File: config.mk
export PLATFORM = sky130hd
export DESIGN_NAME = scf_fifo
export DESIGN_NICKNAME = d
export VERILOG_FILES = /design/src/scf_pkg.sv /design/src/scf_fifo.sv
export VERILOG_INCLUDE_DIRS = /design/src
export SDC_FILE = /design/constraint.sdc
export NUM_CORES = 1
export LEC_CHECK = 0
export CAP_MARGIN = 0
export CORE_MARGIN = 8
export CORE_UTILIZATION = 63
export CTS_CLUSTER_SIZE = 40
export DETAILED_ROUTE_END_ITERATION = 8
export DONT_BUFFER_PORTS = 1
export PLACE_DENSITY_LB_ADDON = 0.08
export SETUP_SLACK_MARGIN = 0.05
export SYNTH_ARGS = -nofsm -noshare
export SYNTH_HDL_FRONTEND = slang
export SYNTH_SLANG_ARGS = --single-unit
File: constraint.sdc
create_clock -name clk -period 4.55 [get_ports clk]
set_clock_uncertainty 0.2 [all_clocks]
set_input_delay 0.6825 -clock clk [delete_from_list [all_inputs] [get_ports clk]]
set_output_delay 0.6825 -clock clk [all_outputs]
set_load 0.05 [all_outputs]
File: src/scf_params.svh
// Purpose: constants for the single clock fifo
// Assumes: included by bare name
// Notes: definitions only
`ifndef SCF_PARAMS_SVH
`define SCF_PARAMS_SVH
`define SCF_DEPTH_DEF 64
`define SCF_INT_BITS_DEF 16
`define SCF_FRAC_BITS_DEF 0
`define SCF_FMT_SIGNED_INT 2'h0
`define SCF_FMT_SIGNED_FRAC 2'h1
`define SCF_FMT_UNSIGNED_INT 2'h2
`define SCF_FMT_INFERRED 2'h3
`define SCF_SKID_DEPTH 2
`endif

File: src/scf_pkg.sv
// Purpose: types for the single clock fifo
// Assumes: nothing
// Notes: types only
`default_nettype none
package scf_pkg;
	timeunit 1ns;
	timeprecision 100ps;
	typedef enum logic [1:0] {
		SCF_SIGNED_INT = 2'h0,
		SCF_SIGNED_FRAC = 2'h1,
		SCF_UNSIGNED_INT = 2'h2,
		SCF_INFERRED = 2'h3
	} scf_fmt_e;
	typedef enum logic [1:0] {
		SCF_SKID_EMPTY = 2'h1,
		SCF_SKID_HOLD = 2'h2
	} scf_skid_e;
	typedef struct packed {
		logic full;
		logic empty;
	} scf_flags_s;
endpackage
`default_nettype wire

File: src/scf_fifo.sv
// Purpose: parameterised single clock fifo with count, clear and show-ahead read
// Assumes: one clock, inputs synchronous to clk
// Notes: a two-entry skid buffer sits between storage and the write port
`include "scf_params.svh"
`default_nettype none
module scf_fifo #(
	parameter int DEPTH = `SCF_DEPTH_DEF,
	parameter int INT_BITS = `SCF_INT_BITS_DEF,
	parameter int FRAC_BITS_CFG = `SCF_FRAC_BITS_DEF,
	parameter scf_pkg::scf_fmt_e FMT = scf_pkg::SCF_SIGNED_FRAC,
	parameter bit USE_CLEAR = 1'b1,
	parameter bit SHOW_AHEAD = 1'b0,
	parameter int FRAC_BITS = (FMT == scf_pkg::SCF_SIGNED_FRAC) ? FRAC_BITS_CFG : 0,
	parameter int W = INT_BITS + FRAC_BITS,
	parameter int CW = $clog2(DEPTH + 1)
) (
	input wire logic clk,
	input wire logic rst_b,
	input wire logic clk_en,
	input wire logic [W-1:0] wr_data,
	input wire logic wr_req,
	output logic wr_ready,
	input wire logic rd_req,
	input wire logic clear,
	output logic [W-1:0] rd_data,
	output logic data_sign,
	output logic full,
	output logic empty,
	output logic [CW-1:0] used_words
);
	timeunit 1ns;
	timeprecision 100ps;
	localparam int AW = (DEPTH > 1) ? $clog2(DEPTH) : 1;
	localparam logic [CW-1:0] DEPTH_C = CW'(DEPTH);

	// ==========================================================
	// skid buffer on the write side
	logic [W-1:0] skid_mem_r [`SCF_SKID_DEPTH];
	logic [1:0] skid_cnt_r;
	logic skid_rp_r;
	logic skid_wp_r;
	logic skid_out_valid;
	logic skid_out_ready;
	logic skid_push;
	logic skid_pop;
	logic clr_en;
	scf_pkg::scf_skid_e skid_state;
	assign clr_en = USE_CLEAR && clear;
	assign skid_state = (skid_cnt_r == 2'h0) ? scf_pkg::SCF_SKID_EMPTY : scf_pkg::SCF_SKID_HOLD;
	assign wr_ready = (skid_cnt_r != 2'(`SCF_SKID_DEPTH));
	assign skid_push = wr_req && wr_ready && !clr_en;
	assign skid_out_valid = (skid_state == scf_pkg::SCF_SKID_HOLD);
	assign skid_pop = skid_out_valid && skid_out_ready && !clr_en;

	always_ff @(posedge clk or negedge rst_b) begin
		if (!rst_b) begin
			skid_cnt_r <= 2'h0;
			skid_rp_r <= 1'b0;
			skid_wp_r <= 1'b0;
		end else if (clk_en) begin
			if (clr_en) begin
				skid_cnt_r <= 2'h0;
				skid_rp_r <= 1'b0;
				skid_wp_r <= 1'b0;
			end else begin
				skid_cnt_r <= skid_cnt_r + 2'(skid_push) - 2'(skid_pop);
				skid_rp_r <= skid_rp_r ^ skid_pop;
				skid_wp_r <= skid_wp_r ^ skid_push;
			end
		end
	end

	always_ff @(posedge clk) begin
		if (clk_en && skid_push) begin
			skid_mem_r[skid_wp_r] <= wr_data;
		end
	end

	// ==========================================================
	// main storage
	logic [W-1:0] mem_r [DEPTH];
	logic [AW-1:0] wp_r;
	logic [AW-1:0] rp_r;
	logic [CW-1:0] cnt_r;
	logic [CW-1:0] cnt_nxt;
	logic [W-1:0] rd_data_r;
	logic do_wr;
	logic do_rd;
	scf_pkg::scf_flags_s flags;

	function automatic logic [AW-1:0] ptr_inc(input logic [AW-1:0] p);
		ptr_inc = (p == AW'(DEPTH - 1)) ? '0 : p + AW'(1);
	endfunction

	assign flags.full = (cnt_r == DEPTH_C);
	assign flags.empty = (cnt_r == '0);
	assign full = flags.full;
	assign empty = flags.empty;
	assign skid_out_ready = !flags.full;
	assign do_wr = skid_pop;
	assign do_rd = rd_req && !flags.empty && !clr_en;
	assign cnt_nxt = cnt_r + CW'(do_wr) - CW'(do_rd);
	assign used_words = cnt_r;

	always_ff @(posedge clk or negedge rst_b) begin
		if (!rst_b) begin
			cnt_r <= '0;
			wp_r <= '0;
			rp_r <= '0;
		end else if (clk_en) begin
			if (clr_en) begin
				cnt_r <= '0;
				wp_r <= '0;
				rp_r <= '0;
			end else begin
				cnt_r <= cnt_nxt;
				if (do_wr) wp_r <= ptr_inc(wp_r);
				if (do_rd) rp_r <= ptr_inc(rp_r);
			end
		end
	end

	always_ff @(posedge clk) begin
		if (clk_en && do_wr) begin
			mem_r[wp_r] <= skid_mem_r[skid_rp_r];
		end
	end

	// normal mode output register
	always_ff @(posedge clk or negedge rst_b) begin
		if (!rst_b) begin
			rd_data_r <= '0;
		end else if (clk_en && do_rd) begin
			rd_data_r <= mem_r[rp_r];
		end
	end

	// ==========================================================
	// show-ahead head register
	logic [AW-1:0] rp_nxt;
	logic head_zero;
	logic head_bypass;
	logic [W-1:0] head_nxt;
	logic [W-1:0] head_r;
	assign rp_nxt = do_rd ? ptr_inc(rp_r) : rp_r;
	assign head_zero = clr_en || (cnt_nxt == '0);
	assign head_bypass = do_wr && (wp_r == rp_nxt);
	assign head_nxt = head_zero ? '0 : (head_bypass ? skid_mem_r[skid_rp_r] : mem_r[rp_nxt]);

	always_ff @(posedge clk or negedge rst_b) begin
		if (!rst_b) begin
			head_r <= '0;
		end else if (clk_en) begin
			head_r <= head_nxt;
		end
	end

	assign rd_data = SHOW_AHEAD ? head_r : rd_data_r;
	assign data_sign = (FMT == scf_pkg::SCF_UNSIGNED_INT) ? 1'b0 : rd_data[W-1];

	// ==========================================================
	// checks
	full_blocks_a: assert property (@(posedge clk) disable iff (!rst_b)
		clk_en && full && !rd_req && !clr_en |=> used_words == $past(used_words))
		else $error("count moved while full without read");
	empty_blocks_a: assert property (@(posedge clk) disable iff (!rst_b)
		clk_en && empty && !skid_out_valid |=> empty)
		else $error("left empty with no write");
	count_step_a: assert property (@(posedge clk) disable iff (!rst_b)
		clk_en && !clr_en && do_wr && !do_rd |=> used_words == $past(used_words) + 1'b1)
		else $error("count did not rise on write");
	count_down_a: assert property (@(posedge clk) disable iff (!rst_b)
		clk_en && !clr_en && do_rd && !do_wr |=> used_words == $past(used_words) - 1'b1)
		else $error("count did not fall on read");
	count_hold_a: assert property (@(posedge clk) disable iff (!rst_b)
		clk_en && do_wr && do_rd |=> $stable(used_words))
		else $error("count changed on read and write");
	clear_empties_a: assert property (@(posedge clk) disable iff (!rst_b)
		clk_en && clr_en |=> empty && used_words == '0 && wr_ready)
		else $error("clear did not empty");
	count_bound_a: assert property (@(posedge clk) disable iff (!rst_b)
		used_words <= DEPTH_C)
		else $error("count over depth");
	flag_tie_a: assert property (@(posedge clk) disable iff (!rst_b)
		!(full && empty))
		else $error("full and empty together");
	read_data_a: assert property (@(posedge clk) disable iff (!rst_b)
		clk_en && do_rd && !SHOW_AHEAD |=> rd_data == $past(mem_r[rp_r]))
		else $error("read word wrong");
	freeze_hold_a: assert property (@(posedge clk) disable iff (!rst_b)
		!clk_en |=> $stable(used_words) && $stable(rd_data) && $stable(wr_ready))
		else $error("state moved while clock enable low");
	store_word_a: assert property (@(posedge clk) disable iff (!rst_b)
		clk_en && do_wr |=> mem_r[$past(wp_r)] == $past(skid_mem_r[skid_rp_r]))
		else $error("stored word wrong");
	head_next_a: assert property (@(posedge clk) disable iff (!rst_b)
		clk_en && do_rd && SHOW_AHEAD && cnt_r > CW'(1) |=>
		rd_data == $past(mem_r[ptr_inc(rp_r)]))
		else $error("show-ahead did not advance");
	head_match_a: assert property (@(posedge clk) disable iff (!rst_b)
		SHOW_AHEAD && !empty |-> rd_data == mem_r[rp_r])
		else $error("show-ahead head wrong");
	clear_off_a: assert property (@(posedge clk) disable iff (!rst_b)
		clk_en && !USE_CLEAR && clear && !empty && !rd_req |=> !empty)
		else $error("clear acted while disabled");
	empty_hold_a: assert property (@(posedge clk) disable iff (!rst_b)
		clk_en && empty && rd_req && !SHOW_AHEAD |=> $stable(rd_data))
		else $error("read on empty changed data");
endmodule
`default_nettype wire

==> impl_metrics.yaml, run 1 <==
yosys:
  synth-edff-count: 1056
  asyncSetResetFlopFracSynth_pct: 3.56
  synth_area_um2: 42900
  avgSynthCellArea_um2: 19.0
  ys_types: 58
  synthMuxAreaShare_pct: 13.9
  syn_nets: 2295
  synth-main-ff-cell: "edfxtp_1"
  synthSimpleGateAreaFrac_pct: 3.33
  yosysSeqAreaShare_pct: 76.2
  yosys.area_share.xor_xnor_pct: 0.0408
  yosys_warnings: 0
  synth_top_cell_by_area: "edfxtp_1"
  synth_fa_ha_area_share_pct: 0.426
  synth_top_cell_area_share_pct: 73.9
  synth_area_leaders: "edfxtp_1 74%, mux2_2 5.4%, mux4_2 5.1%"
  syn-instance-count: 2259
  synth_compound_area_share_pct: 4.31
  ys_ff_latch: 1095
  synth_top_family_by_area: "multiplexers"
worst_hold_path:
  min_path_cells: 2
  hp-class: "input pin to flip-flop"
floorplanning:
  fp.dieW_um: 277
  coreArea_um2: 67300
  num_io_pins: 49
  rows: 95
  dieHeight_um: 277
  start_util_pct: 63.8
  die_area_um2: 76700
place:
  portBuffers: 0
  dp_cells: 3133
  place_area_um2: 44300
  place_ws_ns: 0.569
  gp_congestion: 0.900
  hpwlAfterDp_mm: 60.6
final_layout:
  fin_nets: 2424
  utilization_pct: 71.5
  fillers: 4090
  drive_gt1_share_pct: 24.5
  design_area_um2: 48100
  area_growth_pct: 12.0
  fin_cells: 3351
global_routing:
  grt_use_total_pct: 25.9
  grt_pass1_wl_mm: 147
  grt_pass1_vias: 22200
  grt_start_max_net_pins: 69
  overflow: 0
  antenna_found_initial: 1
clocking:
  cts_tree: "done"
  clkTransAtPathRegs_ns: 0.06
  cts_root_buf: "clkbuf_16"
  cts_buffers: 105
  cts_sinks: 1095
  clk_path_buf_depth: 3
  cts_setup_buffers: 0
  clk_latency_ns: 0.66
  htree_num_levels: 3
detailed_routing:
  drc_errors: 0
  drtIter0Drc: 2596
  drt-wirelength-per-cell_um: 30.0
  postRouteAntennaNets: 0
  route.vias.total: 22100
  first_pass_iters: 5
  wirelength_mm: 100
  viasPerCell: 6.60
timing:
  setup_viol: 0
  layout_setup_ws_ns: 0.543
  tightest_slew_ns: 1.24
  fmax_ghz: 0.250
  fin_setup_tns_ns: 0
  period_share_pct: 88.1
  period_minus_slack_ns: 4.01
  hold_violations: 0
  max_slew_margin_pct: 17.5
  rsz0062_at_grt: "false"
  slew_viol_final: 0
  hold_slack_ns: 0.0360
critical_path:
  crit_arrival_ns: 4.35
  end_kind: "flip-flop"
  cpPeakStageDelay_ns: 0.66
  critical_path_class: "flip-flop to flip-flop"
  cp.required_ns: 4.89
  worstPathMaxFanout: 3
  cp_num_cells: 16
  crit_chain: "inv_1, ha_1, nand4bb_1, nor2_1, nor3_1, inv_1, ha_1, inv_1, ha_1, inv_1, fa_1, nor2b_1, o311a_1, or4_1, and2_1, a311o_1"
  critPathLaunchType: "flip-flop"
  crit_family: "simple AND/OR/NAND/NOR gates"
  r2r.worst_path.cells: 16
  crit_buf_inv: 4
  slowest_stage: "dfrtp_1"
  cp_common_cell: "inv_1"
power:
  power.density_nw_per_um2: 517
  vdd_drop_max_v: 0.000503
  p_leak_nw: 15.2
  power.total_mw: 24.8
status:
  outcome: "complete, no violations"
run:
  max_cap_violations: 0
-- kinds of logic after synthesis --
logic type,count (synthesis)
flops,1095
mux,448
simple gates,277
compound gates,275
buf+inv,148
fa+ha+maj,14
xor+xnor,2
-- cells in the mapped netlist, types with 8 or more instances --
master    number
o22ai_1      163
inv_1         19
nor3_1        81
mux2_2       206
a221oi_1      15
buf_4         20
nor2b_1        9
clkbuf_1      28
buf_2         61
dfrtp_1       39
nor2_1        99
buf_6         10
nand3_1       14
ha_1          13
a21oi_1        8
o21ai_0       32
or4_1         17
mux4_2        97
nand2_1       19
mux2i_1      145
a22o_1        18
edfxtp_1    1056
a211oi_1      17
-- state kept, by name (all words and copies together) (netlist names) --
name / cells
mem_r: 1024
skid_mem_r: 32
rd_data: 16
used_words: 7
rp_r: 6
wp_r: 6
skid_cnt_r: 2
skid_rp_r: 1
skid_wp_r: 1
-- cell usage in the layout (no fill, tap or decap), types with 36 or more instances in the layout --
cell type	count
o22ai_1	163
mux4_2	97
nor3_1	81
clkbuf_16	108
mux2i_1	145
dfrtp_1	36
edfxtp_1	1056
mux2_2	206
nor2_1	99
buf_4	125
-- final timing paths --
path | start | to | slack, ns
max in group asynchronous | rst_b | rp_r[1] | 3.58
min in group asynchronous | rst_b | used_words[4] | 0.32
setup / recovery | used_words[3] | used_words[6] | 0.54
setup reg to reg | used_words[3] | used_words[6] | 0.54
hold reg to reg | rp_r[5] | rp_r[5] | 0.45
hold / removal | clk_en | used_words[6] | 0.04
-- routing by layer --
metal,global-route usage (%),part of all wire [%]
met1,36.0,40
met2,41.3,48
met3,4.53,7.9
met4,9.56,3.5
met5,0,0
-- power breakdown --
group	switching (mW)	total (mW)	internal, mW
sequential	0.597	12.3	11.7
clock	3.64	8.79	5.15
combinational	2.30	3.73	1.43
total	6.54	24.8	18.3
-- cell type report --
| class | count | area [µm²] | share of cell area [%] |
|---|---|---|---|
| multi-input combinational | 1016 | 9440 | 19.6 |
| timing repair buffer | 151 | 1270 | 2.63 |
| clock inverter | 58 | 619 | 1.29 |
| clock buffer | 138 | 2890 | 6.00 |
| antenna | 1 | 2.50 | 0.00521 |
| tap | 873 | 1090 | 2.27 |
| inverter | 19 | 71.3 | 0.148 |
| sequential | 1095 | 32700 | 68.0 |
-- timing repair --
item | in CTS | in global routing
hold endpoints to repair | 83 | 0
resized for setup | 0 | 0
hold buffers | 21 | 0
Note: power is estimated with default switching activity, not from simulation.
==> run 2, diff against run 1 <==
--- a/config.mk
+++ b/config.mk
@@ -8,5 +8,4 @@
 export LEC_CHECK = 0
 export CAP_MARGIN = 0
-export CORE_MARGIN = 8
 export CORE_UTILIZATION = 63
 export CTS_CLUSTER_SIZE = 40
==> constraint.sdc (replaced) <==
create_clock -name clk -period 4.55 [get_ports clk]
set_clock_uncertainty 0.2 [all_clocks]
set_input_delay 0 -clock clk [delete_from_list [all_inputs] [get_ports clk]]
set_output_delay 0 -clock clk [all_outputs]
set_load 0.05 [all_outputs]
==> run 2 against run 1 <==
Cell area up 0.22%. Via count increased by 0.33%. First-iteration DRC count is 5.6% lower. Total power decreased by 1.4%. Sequential share of layout area is 0.15 points lower. Die area is 9.9% lower. Utilization up 0.16 points. Setup slack gained 0.053 ns. Hold slack better by 0.12 ns. Critical endpoint unchanged. Count of clock-buffer cells in the layout fell by 5. Sequential cell count unchanged. Largest power group unchanged.
==> impl_metrics.yaml, run 2 (synthesis gave the netlist of run 1 again) <==
status:
  outcome: "complete, no violations"
global_routing:
  overflow: 0
  busiest_layer: "met2"
  use_met3_pct: 4.10
  grt_use_met1_pct: 41.4
  antenna_found_initial: 2
  grt_pass1_vias: 22000
  grt_pass1_wl_mm: 145
  grt_start_max_net_pins: 80
  grt_use_total_pct: 28.9
  grtUsageMet2_pct: 45.7
floorplanning:
  dieHeight_um: 263
  start_util_pct: 63.8
  die_area_um2: 69200
  rows: 95
  num_io_pins: 49
  coreArea_um2: 67300
  fp.dieW_um: 263
final_layout:
  area_growth_pct: 12.3
  fin_cells: 3367
  layout_commonest_cell: "edfxtp_1"
  regMostFlops: "mem_r"
  utilization_pct: 71.6
  largest_reg_flops: 1024
  layout_common_cells: "1,056 x edfxtp_1, 206 x mux2_2, 163 x o22ai_1"
  diodes: 0
  fin_nets: 2449
  drive_gt1_share_pct: 24.3
run:
  max_cap_violations: 0
place:
  place_ws_ns: 0.641
  gp_congestion: 0.973
  dp_cells: 3138
  portBuffers: 0
  hpwlAfterDp_mm: 59.1
timing:
  hold_violations: 0
  tightest_slew_ns: 1.16
  fin_setup_tns_ns: 0
  period_minus_slack_ns: 3.95
  setup_viol: 0
  fmax_ghz: 0.253
  max_slew_margin_pct: 22.5
  period_share_pct: 86.9
  rsz0062_at_grt: "false"
  layout_setup_ws_ns: 0.596
  slew_viol_final: 0
power:
  p_sw_mw: 6.54
  p_clk_share_pct: 34.3
  vdd_drop_max_v: 0.000467
  seqPwrFrac_pct: 50.5
  p_leak_nw: 15.2
  power.density_nw_per_um2: 508
  p_comb_share_pct: 15.2
  internal-power_mw: 17.9
  p_sw_share_pct: 26.7
clocking:
  cts_buffers: 104
  clk_path_buf_depth: 3
  clk_latency_ns: 0.66
  htree_num_levels: 3
  cts_resized: 0
  clkTransAtPathRegs_ns: 0.06
  cts_setup_buffers: 0
  cts_hold_buf: 42
  cts_sinks: 1095
  cts_tree: "done"
  cts_root_buf: "clkbuf_16"
critical_path:
  critPathLaunchType: "flip-flop"
  crit_arrival_ns: 4.30
  end_kind: "flip-flop"
  critical_path_class: "flip-flop to flip-flop"
  cp.required_ns: 4.89
  worstPathMaxFanout: 3
detailed_routing:
  first_pass_iters: 5
  wirelength_mm: 98.4
  drc_errors: 0
  drt-wirelength-per-cell_um: 29.2
  postRouteAntennaNets: 0
  drtIter0Drc: 2451
  route.vias.total: 22200
  viasPerCell: 6.59
worst_hold_path:
  hp-class: "input pin to flip-flop"
[run 2: per-layer routing]
metal  share of wire (%)  vias up  routed length (µm)
met5               0.013        -                  13
li1                    -     9489                   -
met2                  48     1005               47200
met3                 7.8      197                7650
met1                  40    11500               39400
met4                 4.2        2                4120
[run 2: worst paths after layout]
| path | from | to | slack, ns | depth (start not counted) |
|---|---|---|---|---|
| worst min-delay path | rd_req | rp_r[5] | 0.15 | 4 |
| worst min register to register | skid_mem_r[1][12] | mem_r[2][12] | 0.37 | 1 |
| min in group asynchronous | rst_b | skid_wp_r | 0.22 | 4 |
| worst max register to register | used_words[3] | used_words[6] | 0.60 | 16 |
| max in group asynchronous | rst_b | rp_r[0] | 3.69 | 4 |
| worst max-delay path | used_words[3] | used_words[6] | 0.60 | 16 |
[run 2: cell type report]
class | instances | area (µm²)
multi-input combinational | 1016 | 9440
fill | 4024 | 19100
timing repair buffer | 177 | 1580
inverter | 19 | 71.3
sequential | 1095 | 32700
clock buffer | 133 | 2810
clock inverter | 54 | 495
tap | 873 | 1090
[run 2: per-stage QoR]
stage                     area, µm²  power, mW  hold slack [ns]
final                         48200       24.5            0.152
after global routing          48200       25.2            0.201
after detailed placement      44400       16.3           -0.494
after floorplan               42900       15.0           -0.496
after CTS                     48200       24.6            0.115
after global placement        44400       16.2           -0.494
[run 2: power by group through the flow]
stage               combinational, mW  sequential, mW  clock, mW
floorplan                        2.70            12.3          0
global placement                 3.59            12.6          0
detailed placement               3.68            12.6          0
CTS                              3.74            12.4       8.46
global route                     3.97            12.4       8.81
finish                           3.72            12.4       8.40
[run 2: worst max-delay path, cell delays in order, from the launching register on]
cell and delay [ns]:
dfrtp_1 0.66, inv_1 0.17, ha_1 0.23, nand4bb_1 0.14
nor2_1 0.07, nor3_1 0.28, inv_1 0.08, ha_1 0.28
inv_1 0.04, ha_1 0.18, inv_1 0.08, fa_1 0.18
nor2b_1 0.07, o311a_1 0.33, or4_1 0.42, and2_1 0.18
a311o_1 0.25
==> run 3, diff against run 2 <==
CORE_UTILIZATION = 60   (was 63)
==> run 3 against run 2 <==
Utilization is 2.9 points lower. Maximum frequency is 3.1% higher. First-iteration DRC count is 7.8% lower.
==> impl_metrics.yaml, run 3 (synthesis gave the netlist of run 1 again) <==
critical_path:
  cpPeakStageDelay_ns: 0.63
  critPathLaunchType: "flip-flop"
  r2r_start: "used_words[4]"
  cp_common_cell: "buf_4"
  crit_buf_inv: 3
  worstPathMaxFanout: 16
  crit_family: "simple AND/OR/NAND/NOR gates"
  crit_arrival_ns: 3.96
  slowest_stage: "a211oi_2"
  critical_path_class: "flip-flop to flip-flop"
  crit_chain: "buf_4, inv_1, ha_1, and4bb_2, a211oi_2, and2_1, nand3_1, nor2_1, buf_4"
  worstReg2RegEnd: "mem_r[19][6]"
  r2r.worst_path.cells: 9
  end_kind: "flip-flop"
  reg2reg_slack_ns: 0.72
  cp.required_ns: 4.68
final_layout:
  regMostFlops: "mem_r"
  layout_common_cells: "1,056 x edfxtp_1, 206 x mux2_2, 163 x o22ai_1"
  largest_reg_flops: 1024
  fin_nets: 2450
  fin_cells: 3445
  area_growth_pct: 12.7
  drive_gt1_share_pct: 24.1
  utilization_pct: 68.7
  layout_commonest_cell: "edfxtp_1"
  design_area_um2: 48400
place:
  hpwlAfterDp_mm: 57.2
  place_area_um2: 44500
  portBuffers: 0
  gp_congestion: 0.893
  place_ws_ns: 0.762
  dp_cells: 3202
detailed_routing:
  route.vias.total: 21800
  drt-wirelength-per-cell_um: 28.2
  wirelength_mm: 97.3
  postRouteAntennaNets: 0
  drtIter0Drc: 2259
  viasPerCell: 6.34
  drc_errors: 0
  first_pass_iters: 5
power:
  p_comb_share_pct: 15.2
  power.density_nw_per_um2: 507
  p_sw_share_pct: 26.0
  seqPwrFrac_pct: 50.1
  power.total_mw: 24.5
  p_sw_mw: 6.38
  p_clk_share_pct: 34.7
  vdd_drop_max_v: 0.000397
  internal-power_mw: 18.1
  p_leak_nw: 15.3
timing:
  rsz0062_at_grt: "false"
  setup_viol: 0
  hold_slack_ns: 0.168
  period_share_pct: 84.3
  fin_setup_tns_ns: 0
  layout_setup_ws_ns: 0.716
  tightest_slew_ns: 1.36
  max_slew_margin_pct: 9.35
  hold_violations: 0
  fmax_ghz: 0.261
  slew_viol_final: 0
  period_minus_slack_ns: 3.83
clocking:
  cts_setup_buffers: 0
  cts_tree: "done"
  clk_path_buf_depth: 3
  htree_num_levels: 3
  cts_buffers: 108
  cts_root_buf: "clkbuf_16"
  clkTransAtPathRegs_ns: 0.06
  cts_sinks: 1095
  clk_latency_ns: 0.66
floorplanning:
  coreArea_um2: 70400
  num_io_pins: 49
  rows: 97
  die_area_um2: 72600
  fp.dieW_um: 269
  start_util_pct: 61.0
  dieHeight_um: 269
global_routing:
  grt_use_total_pct: 27.1
  grt_pass1_wl_mm: 144
  antenna_found_initial: 2
  overflow: 0
  grt_start_max_net_pins: 69
  grt_pass1_vias: 22100
worst_hold_path:
  holdPathEnd: "skid_cnt_r[1]"
  hp-class: "input pin to flip-flop"
  min_path_cells: 2
  min-delay-start: "clear"
run:
  max_cap_violations: 0
status:
  outcome: "complete, no violations"
[run 3: cell count changes in the layout (fill, tap and decap cells not counted), moves of 2 or more]
| cell | change |
|---|---|
| clkbuf_1 | +17 |
| clkinvlp_4 | -6 |
| clkbuf_16 | +2 |
| clkinv_2 | +2 |
| clkinv_1 | -6 |
| buf_4 | -5 |
| buf_12 | +2 |
| clkbuf_8 | +7 |
[run 3: what timing repair did]
| action | 4_1_cts | 5_1_grt |
|---|---|---|
| hold endpoints to repair | 142 | 0 |
| gates resized for setup | 0 | 0 |
| setup endpoints to repair | 0 | 0 |
| hold buffers | 42 | 0 |
[run 3: per-layer routing]
metal	track usage, %	wire (µm)
met5	0	0
met4	8.61	3050
met3	4.20	7380
met2	42.5	46300
met1	39.8	40600
[run 3: area by class of cell]
| cell class | instances | area [µm²] |
|---|---|---|
| flip-flops and latches | 1095 | 32700 |
| fillers | 4514 | 22000 |
| multi-input cells | 1016 | 9440 |
| clock buffers | 159 | 3020 |
| repair buffers | 174 | 1580 |
| well taps | 940 | 1180 |
| clock inverters | 41 | 372 |
| inverters | 19 | 71.3 |
| diodes | 1 | 2.50 |
[run 3: worst reg2reg max path, stage by stage (launching register included)]
cell and delay (ns):
dfrtp_1 0.33, buf_4 0.20, inv_1 0.12, ha_1 0.23, and4bb_2 0.32, a211oi_2 0.63, and2_1 0.29, nand3_1 0.59
nor2_1 0.29, buf_4 0.30
[run 3: worst max path at each step]
stage	slack, ns	startpoint	cells past startpoint	to
global route	0.50	used_words[4]	9	mem_r[43][2]
finish	0.72	used_words[4]	9	mem_r[19][6]
CTS	0.73	used_words[2]	9	mem_r[19][5]
global placement	0.81	used_words[6]	14	used_words[6]
floorplan	0.50	used_words[5]	16	used_words[6]
detailed placement	0.76	used_words[6]	14	used_words[6]
[run 3: power groups by stage]
stage                     sequential (mW)  combinational [mW]  clock [mW]
after global placement               12.5                3.59           0
after global routing                 12.3                4.00        8.99
after floorplan                      12.3                2.70           0
final                                12.3                3.72        8.51
after detailed placement             12.5                3.66           0
after CTS                            12.3                3.74        8.61
